### config.mk
export PLATFORM = sky130hd
export DESIGN_NAME = txe_exec
export DESIGN_NICKNAME = d
export VERILOG_FILES = /design/src/hw/txe_pkg.sv /design/src/hw/txe_exec.sv
export SDC_FILE = /design/constraint.sdc
export NUM_CORES = 1
export LEC_CHECK = 0
export ABC_AREA = 1
export ABC_CLOCK_PERIOD_IN_PS = 2000
export BUFFER_PORTS_ARGS = -buffer_cell sky130_fd_sc_hd__buf_2
export CAP_MARGIN = 15
export CORE_MARGIN = 4
export CORE_UTILIZATION = 46
export CTS_CLUSTER_SIZE = 8
export DETAILED_ROUTE_END_ITERATION = 10
export PLACE_DENSITY = 0.82
export SETUP_SLACK_MARGIN = 0.02
export SLEW_MARGIN = 40
export SYNTH_ARGS = -nofsm -noshare
export SYNTH_HDL_FRONTEND = slang
export SYNTH_SLANG_ARGS = --single-unit
### constraint.sdc
create_clock -name CLK -period 2 [get_ports CLK]
set_input_delay 0 -clock CLK [delete_from_list [all_inputs] [get_ports CLK]]
set_output_delay 0 -clock CLK [all_outputs]
set_load 0.03 [all_outputs]
### src/hw/txe_pkg.sv
// Constants, register layout and carrier types for the trap/xor/enable executor
//==============================================================================
// Operation
// - Sign-extend trap immediate before comparing
// - Any enabled comparison true raises trap
// - Debug off routes trap to program vector
// - External debug trap enters debug stop
// - External stop also flags imprecise when masked; the code flags it only when internal debug mode is also set
// - Internal debug allowed gives debug interrupt
// - Internal debug masked: program plus imprecise
// - Register enable write copies source bit 15
// - Immediate enable write loads instruction bit
// - Enable writes in user mode fault
// - Nonzero reserved bits need not fault
// - Register xor writes destination register
// - Record bit updates condition field zero
// - Xor immediate zero-extends into low half
// - Xor shifted places immediate upper half
package txe_pkg;

    //==========================================================================
    // Instruction encodings
    localparam logic [5:0] OP_TRAP_IMM = 6'h03;
    localparam logic [5:0] OP_XOR_IMM = 6'h1A;
    localparam logic [5:0] OP_XOR_IMM_HI = 6'h1B;
    localparam logic [5:0] OP_EXT = 6'h1F;
    localparam logic [9:0] XO_EE_REG = 10'h083;
    localparam logic [9:0] XO_EE_IMM = 10'h0A3;
    localparam logic [9:0] XO_XOR = 10'h13C;
    localparam logic [15:0] VEC_PROGRAM = 16'h0700;
    localparam logic [15:0] VEC_DEBUG = 16'h2000;

    //==========================================================================
    // Register map (byte addresses)
    localparam int ADDR_W = 8;
    localparam logic [7:0] ADR_DBG_CTRL = 8'h00;
    localparam logic [7:0] ADR_MSW = 8'h04;
    localparam logic [7:0] ADR_DBG_STAT = 8'h08;
    localparam logic [7:0] ADR_EVT_STAT = 8'h0C;
    localparam logic [7:0] ADR_EVT_MASK = 8'h10;
    localparam logic [7:0] ADR_COND0 = 8'h14;

    // Field positions
    localparam int CTL_TDE = 0;
    localparam int CTL_IDM = 1;
    localparam int CTL_EDM = 2;
    localparam int MSW_EE = 0;
    localparam int MSW_DE = 1;
    localparam int MSW_USER = 2;
    localparam int DST_IDE = 0;
    localparam int DST_STOP = 1;
    localparam int EV_PROG = 0;
    localparam int EV_PRIV = 1;
    localparam int EV_DBG = 2;
    localparam int EV_STOP = 3;

    // Values after reset
    localparam logic [2:0] CTL_RST = 3'h0;
    localparam logic [2:0] MSW_RST = 3'h0;
    localparam logic [1:0] DST_RST = 2'h0;
    localparam logic [3:0] EVT_RST = 4'h0;
    localparam logic [3:0] MASK_RST = 4'h0;
    localparam logic [3:0] COND0_RST = 4'h0;

    //==========================================================================
    // Carriers
    typedef struct packed {
        logic valid;
        logic [31:0] insn;
        logic [31:0] opnd_left;
        logic [31:0] opnd_source;
        logic [31:0] opnd_second;
    } txe_exec_req_s;

    typedef struct packed {
        logic we;
        logic [4:0] idx;
        logic [31:0] data;
    } txe_gpr_wr_s;

endpackage : txe_pkg

### src/hw/txe_exec.sv
// Executor for trap-immediate, external-enable writes and xor instructions
//
// The placing of the registers and the strobed register port were chosen for this implementation.
`timescale 1ns/1ps
`default_nettype none
module txe_exec
    import txe_pkg::*;
(
    input wire logic CLK,
    input wire logic RST,
    input wire txe_exec_req_s EXE_REQ,
    input wire logic XER_SO,
    input wire logic [7:0] REG_ADDR,
    input wire logic [31:0] REG_WDATA,
    input wire logic REG_WR,
    input wire logic REG_RD,
    output logic [31:0] REG_RDATA,
    output txe_gpr_wr_s GPR_WR,
    output logic COND0_WE,
    output logic [3:0] COND0,
    output logic PROG_IRQ,
    output logic DBG_IRQ,
    output logic [15:0] IRQ_VECTOR,
    output logic DBG_STOP,
    output logic EXT_IRQ_ALLOW,
    output logic IRQ
);

    //==========================================================================
    // Helpers
    // Condition field zero from a result: lt, gt, eq, so
    function automatic logic [3:0] cond_of(input logic [31:0] res, input logic so);
        cond_of = {res[31], ~res[31] & (res != 32'h0), res == 32'h0, so};
    endfunction : cond_of

    //==========================================================================
    // State
    logic [2:0] dbg_control_reg;
    logic [2:0] machine_state_word;
    logic [1:0] dbg_status_reg;
    logic [3:0] evt_stat;
    logic [3:0] evt_mask;
    logic [3:0] condition_field_zero;

    // Next values, all computed in a single process
    logic [2:0] next_dbg_control_reg;
    logic [2:0] next_machine_state_word;
    logic [1:0] next_dbg_status_reg;
    logic [3:0] next_evt_stat;
    logic [3:0] next_evt_mask;
    logic [3:0] next_condition_field_zero;

    // Next values of the registered outputs
    txe_gpr_wr_s next_gpr_wr;
    logic next_cond0_we;
    logic next_prog_irq;
    logic next_dbg_irq;
    logic [15:0] next_irq_vector;
    logic next_irq;
    logic [31:0] next_rdata;

    // Decode and compare
    logic [5:0] opcd;
    logic [9:0] xo;
    logic record_bit;
    logic [4:0] trap_cond_mask;
    logic [31:0] signed_imm16_ext;
    logic [31:0] unsigned_imm16;
    logic [4:0] cmp_hit;
    logic go;
    logic is_trap;
    logic trap_hit;
    logic is_ee_reg;
    logic is_ee_imm;
    logic is_xor;
    logic is_xori;
    logic is_xoris;
    logic trap_dbg_enable;
    logic internal_dbg_mode;
    logic external_dbg_mode;
    logic dbg_exc_allow;
    logic user_mode;

    //==========================================================================
    // Instruction field decode; reserved bits are not checked
    always_comb
    begin
        opcd = EXE_REQ.insn[31:26];
        xo = EXE_REQ.insn[10:1];
        record_bit = EXE_REQ.insn[0];
        // Mask bit 0 is the leftmost bit of its field
        trap_cond_mask = {EXE_REQ.insn[21], EXE_REQ.insn[22], EXE_REQ.insn[23],
                          EXE_REQ.insn[24], EXE_REQ.insn[25]};
        signed_imm16_ext = {{16{EXE_REQ.insn[15]}}, EXE_REQ.insn[15:0]};
        unsigned_imm16 = {16'h0000, EXE_REQ.insn[15:0]};
        // Stopped core accepts nothing until the debugger releases it
        go = EXE_REQ.valid & ~dbg_status_reg[DST_STOP];
        is_trap = go & (opcd == OP_TRAP_IMM);
        is_ee_reg = go & (opcd == OP_EXT) & (xo == XO_EE_REG);
        is_ee_imm = go & (opcd == OP_EXT) & (xo == XO_EE_IMM);
        is_xor = go & (opcd == OP_EXT) & (xo == XO_XOR);
        is_xori = go & (opcd == OP_XOR_IMM);
        is_xoris = go & (opcd == OP_XOR_IMM_HI);
        // All five compares run every cycle; the mask picks the ones that count
        cmp_hit[0] = $signed(EXE_REQ.opnd_left) < $signed(signed_imm16_ext);
        cmp_hit[1] = $signed(EXE_REQ.opnd_left) > $signed(signed_imm16_ext);
        cmp_hit[2] = EXE_REQ.opnd_left == signed_imm16_ext;
        // Unsigned forms reuse the sign-extended immediate
        cmp_hit[3] = EXE_REQ.opnd_left < signed_imm16_ext;
        cmp_hit[4] = EXE_REQ.opnd_left > signed_imm16_ext;
        trap_hit = is_trap & |(cmp_hit & trap_cond_mask);
        trap_dbg_enable = dbg_control_reg[CTL_TDE];
        internal_dbg_mode = dbg_control_reg[CTL_IDM];
        external_dbg_mode = dbg_control_reg[CTL_EDM];
        dbg_exc_allow = machine_state_word[MSW_DE];
        user_mode = machine_state_word[MSW_USER];
    end

    //==========================================================================
    // Next-state: bus writes first, then instruction effects and their events, read data and interrupt level last
    always_comb
    begin
        next_dbg_control_reg = dbg_control_reg;
        next_machine_state_word = machine_state_word;
        next_dbg_status_reg = dbg_status_reg;
        next_evt_mask = evt_mask;
        next_condition_field_zero = condition_field_zero;
        next_evt_stat = evt_stat;
        next_gpr_wr = '0;
        next_cond0_we = 1'b0;
        next_prog_irq = 1'b0;
        next_dbg_irq = 1'b0;
        next_irq_vector = 16'h0000;
        next_rdata = 32'h0;

        if (REG_WR)
        begin
            unique case (REG_ADDR)
                ADR_DBG_CTRL: next_dbg_control_reg = REG_WDATA[2:0];
                ADR_MSW: next_machine_state_word = REG_WDATA[2:0];
                ADR_DBG_STAT: next_dbg_status_reg = dbg_status_reg & ~REG_WDATA[1:0];
                ADR_EVT_STAT: next_evt_stat = evt_stat & ~REG_WDATA[3:0];
                ADR_EVT_MASK: next_evt_mask = REG_WDATA[3:0];
                default: ;  // Unmapped writes are dropped
            endcase
        end

        // Trap routing; the branches are exclusive, so one vector at most
        // A trap never meets an enable fault: one instruction per cycle
        if (trap_hit)
        begin
            if (!trap_dbg_enable || (!internal_dbg_mode && !external_dbg_mode))
            begin
                next_prog_irq = 1'b1;
                next_irq_vector = VEC_PROGRAM;
                next_evt_stat[EV_PROG] = 1'b1;
            end
            else if (external_dbg_mode)
            begin
                next_dbg_status_reg[DST_STOP] = 1'b1;
                next_evt_stat[EV_STOP] = 1'b1;
                if (internal_dbg_mode && !dbg_exc_allow)
                    next_dbg_status_reg[DST_IDE] = 1'b1;
            end
            else if (dbg_exc_allow)
            begin
                next_dbg_irq = 1'b1;
                next_irq_vector = VEC_DEBUG;
                next_evt_stat[EV_DBG] = 1'b1;
            end
            else
            begin
                next_prog_irq = 1'b1;
                next_irq_vector = VEC_PROGRAM;
                next_dbg_status_reg[DST_IDE] = 1'b1;
                next_evt_stat[EV_PROG] = 1'b1;
            end
        end

        // Privileged enable writes; a fault leaves the enable alone
        if ((is_ee_reg || is_ee_imm) && user_mode)
        begin
            next_prog_irq = 1'b1;
            next_irq_vector = VEC_PROGRAM;
            next_evt_stat[EV_PRIV] = 1'b1;
        end
        else if (is_ee_reg)
            next_machine_state_word[MSW_EE] = EXE_REQ.opnd_source[15];
        else if (is_ee_imm)
            next_machine_state_word[MSW_EE] = EXE_REQ.insn[15];

        // Xor family writes the register named by the middle field
        if (is_xor || is_xori || is_xoris)
        begin
            next_gpr_wr.we = 1'b1;
            next_gpr_wr.idx = EXE_REQ.insn[20:16];
            if (is_xor)
                next_gpr_wr.data = EXE_REQ.opnd_source ^ EXE_REQ.opnd_second;
            else if (is_xori)
                next_gpr_wr.data = EXE_REQ.opnd_source ^ unsigned_imm16;
            else
                next_gpr_wr.data = EXE_REQ.opnd_source ^ {EXE_REQ.insn[15:0], 16'h0000};
        end
        if (is_xor && record_bit)
        begin
            next_cond0_we = 1'b1;
            next_condition_field_zero = cond_of(EXE_REQ.opnd_source ^ EXE_REQ.opnd_second,
                                                XER_SO);
        end

        // Read data is valid only in the cycle after the strobe
        if (REG_RD)
        begin
            unique case (REG_ADDR)
                ADR_DBG_CTRL: next_rdata = {29'h0, dbg_control_reg};
                ADR_MSW: next_rdata = {29'h0, machine_state_word};
                ADR_DBG_STAT: next_rdata = {30'h0, dbg_status_reg};
                ADR_EVT_STAT: next_rdata = {28'h0, evt_stat};
                ADR_EVT_MASK: next_rdata = {28'h0, evt_mask};
                ADR_COND0: next_rdata = {28'h0, condition_field_zero};
                default: next_rdata = 32'h0;
            endcase
        end

        // Level interrupt follows the registered status, so it is glitch free
        next_irq = |(next_evt_stat & next_evt_mask);
    end

    //==========================================================================
    // Registers
    // Reset branch loads constants only
    always_ff @(posedge CLK or posedge RST)
    begin
        if (RST)
        begin
            dbg_control_reg <= CTL_RST;
            machine_state_word <= MSW_RST;
            dbg_status_reg <= DST_RST;
            evt_stat <= EVT_RST;
            evt_mask <= MASK_RST;
            condition_field_zero <= COND0_RST;
            // Registered outputs
            GPR_WR <= '0;
            COND0_WE <= 1'b0;
            PROG_IRQ <= 1'b0;
            DBG_IRQ <= 1'b0;
            IRQ_VECTOR <= 16'h0000;
            IRQ <= 1'b0;
            REG_RDATA <= 32'h0;
        end
        else
        begin
            dbg_control_reg <= next_dbg_control_reg;
            machine_state_word <= next_machine_state_word;
            dbg_status_reg <= next_dbg_status_reg;
            evt_stat <= next_evt_stat;
            evt_mask <= next_evt_mask;
            condition_field_zero <= next_condition_field_zero;
            // Registered outputs
            GPR_WR <= next_gpr_wr;
            COND0_WE <= next_cond0_we;
            PROG_IRQ <= next_prog_irq;
            DBG_IRQ <= next_dbg_irq;
            IRQ_VECTOR <= next_irq_vector;
            IRQ <= next_irq;
            REG_RDATA <= next_rdata;
        end
    end

    // These are aliases of state flops, not extra logic
    assign COND0 = condition_field_zero;
    assign DBG_STOP = dbg_status_reg[DST_STOP];
    assign EXT_IRQ_ALLOW = machine_state_word[MSW_EE];
endmodule : txe_exec
`default_nettype wire

## Word level (Yosys, flattened, before mapping)

Cells that the tools add are included.

- Output and inout port bits: 96
- Flip-flop bits (word level): 110
- Input bits: 174

- Eq/ne operators: 13
- Muxes and demuxes: 47
- Bitwise logic cells: 21
- Reductions and logical operators: 19
- Order comparisons: 4

Operators with widths:

| kind | number |
|---|---|
| 2-to-1 mux 32 bit | 2 |
| bitwise XOR 32 bit | 2 |
| 2-to-1 mux 14 bit | 4 |
| 2-to-1 mux 38 bit | 1 |
| == test 32 bit | 1 |
| > comparator 32 x 16 -> 1 bit | 1 |
| > comparator 32 bit | 1 |
| zero test 32 bit | 1 |
| < comparator 32 x 16 -> 1 bit | 1 |
| < comparator 32 bit | 1 |
| nonzero test 32 bit | 1 |
| bitwise XOR 32 x 16 -> 32 bit | 1 |
| 2-to-1 mux 1 bit | 27 |
| one-hot mux 4 bit (6 select lines) | 1 |
| == test 10 x 8 -> 1 bit, second input constant | 2 |
| 2-to-1 mux 4 bit | 5 |
| == test 6 x 5 -> 1 bit, second input constant | 3 |
| == test 8 x 4 -> 1 bit, second input constant | 2 |
| == test 8 x 5 -> 1 bit, second input constant | 2 |
| 2-to-1 mux 16 bit | 1 |
| 2-to-1 mux 2 bit | 6 |
| bitwise AND 1 bit | 10 |
| == test 10 x 9 -> 1 bit, second input constant | 1 |
| bitwise AND 4 bit | 2 |
| other kinds (14) | 25 |

## Logic depth before layout (Yosys ltp)

- Word-level depth: 10
- Depth in mapped cells: 22
- Depth with buffers taken out: 22

## Worst setup path after synthesis

No wires, ideal clock.

- Path kind: input to register
- Start point: in EXE_REQ[111] in the netlist's numbering
- End point: reg IRQ
- Stages on the path: 15
- Arrival: 1.804 ns
- Path buffers: 0
- Library setup time: 0.118 ns
- Setup slack: 0.078 ns
- Required time: 1.882 ns
- Cells stage by stage: inv_1 -> ha_1 -> a21oi_1 -> o21a_2 -> nand2_2 -> a21oi_4 -> a21oi_1 -> nor2_1 -> nand3_2 -> nand3_1 -> nand2_2 -> nand2_1 -> nand2_1 -> inv_1 -> nand2_1

- Cells in the longest elaborated chain, start to end: 7
- Elaborated cells on any way between the ends: 12
- Classes of those cells: 4 x order compare; 1 x eq/ne; 2 x mux; 3 x bitwise; 2 x reduce/logical

Ends and longest elaborated chain:

| item | line | source |
|---|---|---|
| start: declaration | txe_exec.sv:11 | `input wire txe_exec_req_s EXE_REQ,` |
| < comparator 32 x 16 -> 1 bit (tied with other cells) | txe_exec.sv:105 | `cmp_hit[0] = $signed(EXE_REQ.opnd_left) < $signed(signed_imm16_ext);` |
| bitwise AND 5 bit * | txe_exec.sv:111 | `trap_hit = is_trap & \|(cmp_hit & trap_cond_mask);` |
| OR reduction 5 bit * | txe_exec.sv:111 |  |
| bitwise AND 1 bit * | txe_exec.sv:111 |  |
| 2-to-1 mux 2 bit * | txe_exec.sv:150 | `if (trap_hit)` |
| net next_evt_stat[3] | txe_exec.sv:49 | `logic [3:0] next_evt_stat;` |
| bitwise AND 4 bit * | txe_exec.sv:226 | `next_irq = \|(next_evt_stat & next_evt_mask);` |
| OR reduction 4 bit * | txe_exec.sv:226 |  |
| net next_irq | txe_exec.sv:59 | `logic next_irq;` |
| end signal: assignment | txe_exec.sv:265 | `IRQ <= next_irq;` |
| end: declaration | txe_exec.sv:26 | `output logic IRQ` |

The timed path passes the listed nets; every way through them passes the cells marked *.
A chain may end at the register's enable or synchronous reset.

==> flow_metrics.py <==
metrics = {
    "logic_synthesis": {
        "syn-cell-area_um2": 4880,
        "ys_top_cells_by_count": "90 x nand2_1, 67 x dfrtp_1, 61 x inv_1",
        "synth_top_cell_by_area": "dfrtp_1",
        "synth_edf_count": 0,
        "synth_top_family_by_area": "simple AND/OR/NAND/NOR gates",
        "postSynth.asyncResetShare_pct": 100,
        "synth_top_area_share_pct": 34.3,
        "synth_warnings": 0,
        "synth_area_per_cell_um2": 8.02,
        "ys_types": 42,
        "synth-adder-area-share_pct": 8.20,
        "synthFlopType": "dfrtp_1",
        "yosys.area_share.simple_pct": 20.4,
        "synth.area.top_cells": "dfrtp_1 34%, ha_1 8.2%, nand2_1 6.9%",
        "synthCells": 609,
        "synth.most_common_cell": "nand2_1",
        "synth_compound_area_share_pct": 15.4,
        "yosysSeqAreaShare_pct": 34.3,
        "synth-seq-cells": 67,
        "yosys-mux-area-fraction_pct": 0,
        "synth_xor_area_share_pct": 8.61,
    },
    "run_status": {
        "status": "complete, no violations",
    },
    "power_and_ir_drop": {
        "power_density_nw_per_um2": 489,
        "p_leak_nw": 3.64,
        "ir_drop_mv": 0.317,
    },
    "critical_path": {
        "critical_path_class": "register to register",
        "critPathLaunch": "dbg_status_reg[1]$_DFF_PP0_",
        "critPathMaxFanout": 13,
        "slowest_stage": "dfrtp_1",
        "cp-start-kind": "register",
        "required_ns": 2.25,
        "critPathArrivalTime_ns": 2.18,
        "rrSetupSlack_ns": 0.07,
        "reg2regPathDepth": 10,
        "worstPathCellList": "inv_1 > nand2_1 > inv_1 > nand4_1 > inv_2 > nand2_1 > nand2_2 > buf_4 > o21ai_0 > a31oi_1",
        "cp-end-kind": "register",
        "rr_startpoint": "dbg_status_reg[1]$_DFF_PP0_",
        "slowest_delay_ns": 0.41,
    },
    "final_layout": {
        "post-route-util_pct": 66.3,
        "final_nets": 1089,
        "syn2layout_area_growth_pct": 40.2,
        "largest_register": "GPR_WR",
        "drive_above_1_share_pct": 31.0,
        "diodes": 0,
        "largest_reg_flops": 38,
    },
    "global_routing": {
        "antenna_found_initial": 0,
        "track_usage_pct": 26.6,
        "grt_pass1_wl_um": 26500,
        "grt_pass1_vias": 5258,
        "grt_max_degree": 36,
        "gr-total-overflow": 0,
    },
    "timing": {
        "fin_skew_ns": 0.0107,
        "max_slew_margin_pct": 58.5,
        "period_minus_slack_ns": 1.93,
        "drv_slew": 0,
        "tightest_slew_ns": 0.622,
        "final.setup.tns_ns": 0,
        "hold_viol_final": 0,
        "max_freq_ghz": 0.518,
        "finalSetupViolCount": 0,
        "rsz0062_at_grt": "true",
        "fin_crit_sh_pct": 96.4,
    },
    "hold_path": {
        "hp-class": "input pin to register",
        "hold_path.startpoint": "REG_WDATA[2]",
        "hold-path-cell-count": 3,
    },
    "floorplanning": {
        "rows": 37,
        "start_util_pct": 47.3,
        "fp.dieH_um": 111,
        "die_area_um2": 12300,
        "ioPinCount": 270,
        "core-area_um2": 10300,
        "die_w_um": 111,
    },
    "run": {
        "maxCapViolations": 0,
    },
    "drt": {
        "wire_per_inst_um": 16.7,
        "dr.pass1.iters": 6,
        "vias": 5345,
        "drc": 0,
        "viasPerCell": 5.23,
        "finalWirelength_um": 17100,
        "dr.first_iter.drc_count": 523,
        "ant_nets": 0,
    },
    "cts": {
        "tritoncts": "built",
        "cts.sinks": 67,
        "path_clk_slew_ns": 0.08,
        "cts_root_buf": "clkbuf_8",
        "cts_buffer_depth": 2,
        "cts_buffers": 9,
        "cts.htree.levels": 3,
        "clock_latency_ns": 0.34,
    },
    "placed_design": {
        "detailed_place_hpwl_um": 12500,
        "place_congestion": 0.911,
        "io_buffers": 201,
    },
}
==> area by class of cell <==
| type | count | area [µm²] |
|---|---|---|
| Fill cell | 863 | 3480 |
| Multi-Input combinational cell | 456 | 2750 |
| Timing Repair Buffer | 279 | 1800 |
| Sequential cell | 67 | 1680 |
| Inverter | 69 | 264 |
| Tap cell | 136 | 170 |
| Clock buffer | 9 | 124 |
| Clock inverter | 5 | 56.3 |
| Timing Repair inverter | 1 | 7.51 |
==> worst max-delay path: cells and delay by family (launching register included) <==
kind,cells,cell delay [ns]
AND/OR/NAND/NOR,4,0.54
AO/OA/AOI/OAI,2,0.34
flip-flops,1,0.41
buffers and inverters,4,0.53
==> cells by family (layout without fill, tap and decap cells) <==
kind of cell,after synthesis,after routing
compound gates,127,127
xor+xnor,48,48
fa+ha+maj,32,32
buf+inv,125,363
flops,67,67
other cells,1,40
simple gates,209,209
==> where the power goes <==
group	switching [W]	total, W	internal, W	leakage (nW)
logic	0.000516	0.000877	0.000361	2.62
registers	0.0000147	0.00139	0.00137	0.932
clock network	0.000522	0.00108	0.000559	0.0909
total	0.00105	0.00335	0.00229	3.64
==> metal layers <==
layer  wire, µm  vias up  global-route usage, %
li1           -     2509                      -
met1       6730     2438                   32.5
met2       8080      335                   44.6
met3       1650       63                   7.42
met4        633        0                   10.1
met5          0        -                      0
==> path summary, 6_finish.rpt <==
check                                                      end
worst max-delay path                       GPR_WR[0]$_DFF_PP0_
worst min-delay path            dbg_control_reg[2]$_DFFE_PP0P_
worst max register to register             GPR_WR[0]$_DFF_PP0_
worst min register to register     dbg_status_reg[0]$_DFF_PP0_
max in group asynchronous                 GPR_WR[24]$_DFF_PP0_
min in group asynchronous                 GPR_WR[29]$_DFF_PP0_
==> layout by cell type, fill, tap and decap left out, types with 17 or more instances in the layout <==
cell / n
buf_4: 18
xor2_1: 26
nand3b_1: 17
xnor2_1: 22
nand2_1: 89
dlygate4sd3_1: 55
ha_1: 32
inv_1: 58
o21ai_0: 53
dfrtp_1: 67
conb_1: 40
a21oi_1: 29
nor2_1: 43
buf_2: 200
==> stage by stage <==
| step | area (µm²) | hold slack [ns] | std cells | setup WS (ns) | total power [W] |
|---|---|---|---|---|---|
| final | 6850 | 0.0208 | 1022 | 0.0712 | 0.00335 |
| after global routing | 6850 | 0.0232 | 1022 | -0.0629 | 0.00350 |
| after CTS | 6770 | 0.00542 | 1021 | 0.0448 | 0.00332 |
| after detailed placement | 6020 | 0.166 | 950 | -0.0390 | 0.00217 |
| after global placement | 6020 | 0.161 | 950 | -0.00347 | 0.00216 |
| after floorplan | 5030 | 0.104 | 648 | 0.0781 | 0.00192 |
==> timing repair <==
action,4_1_cts,5_1_grt
cloned,1,1
setup endpoints to repair,1,26
buffers inserted,0,1
hold buffers,56,0
pin swaps,0,5
resized for setup,1,19
endpoints found under the hold margin,77,0
(Power assumes the default switching activity.)
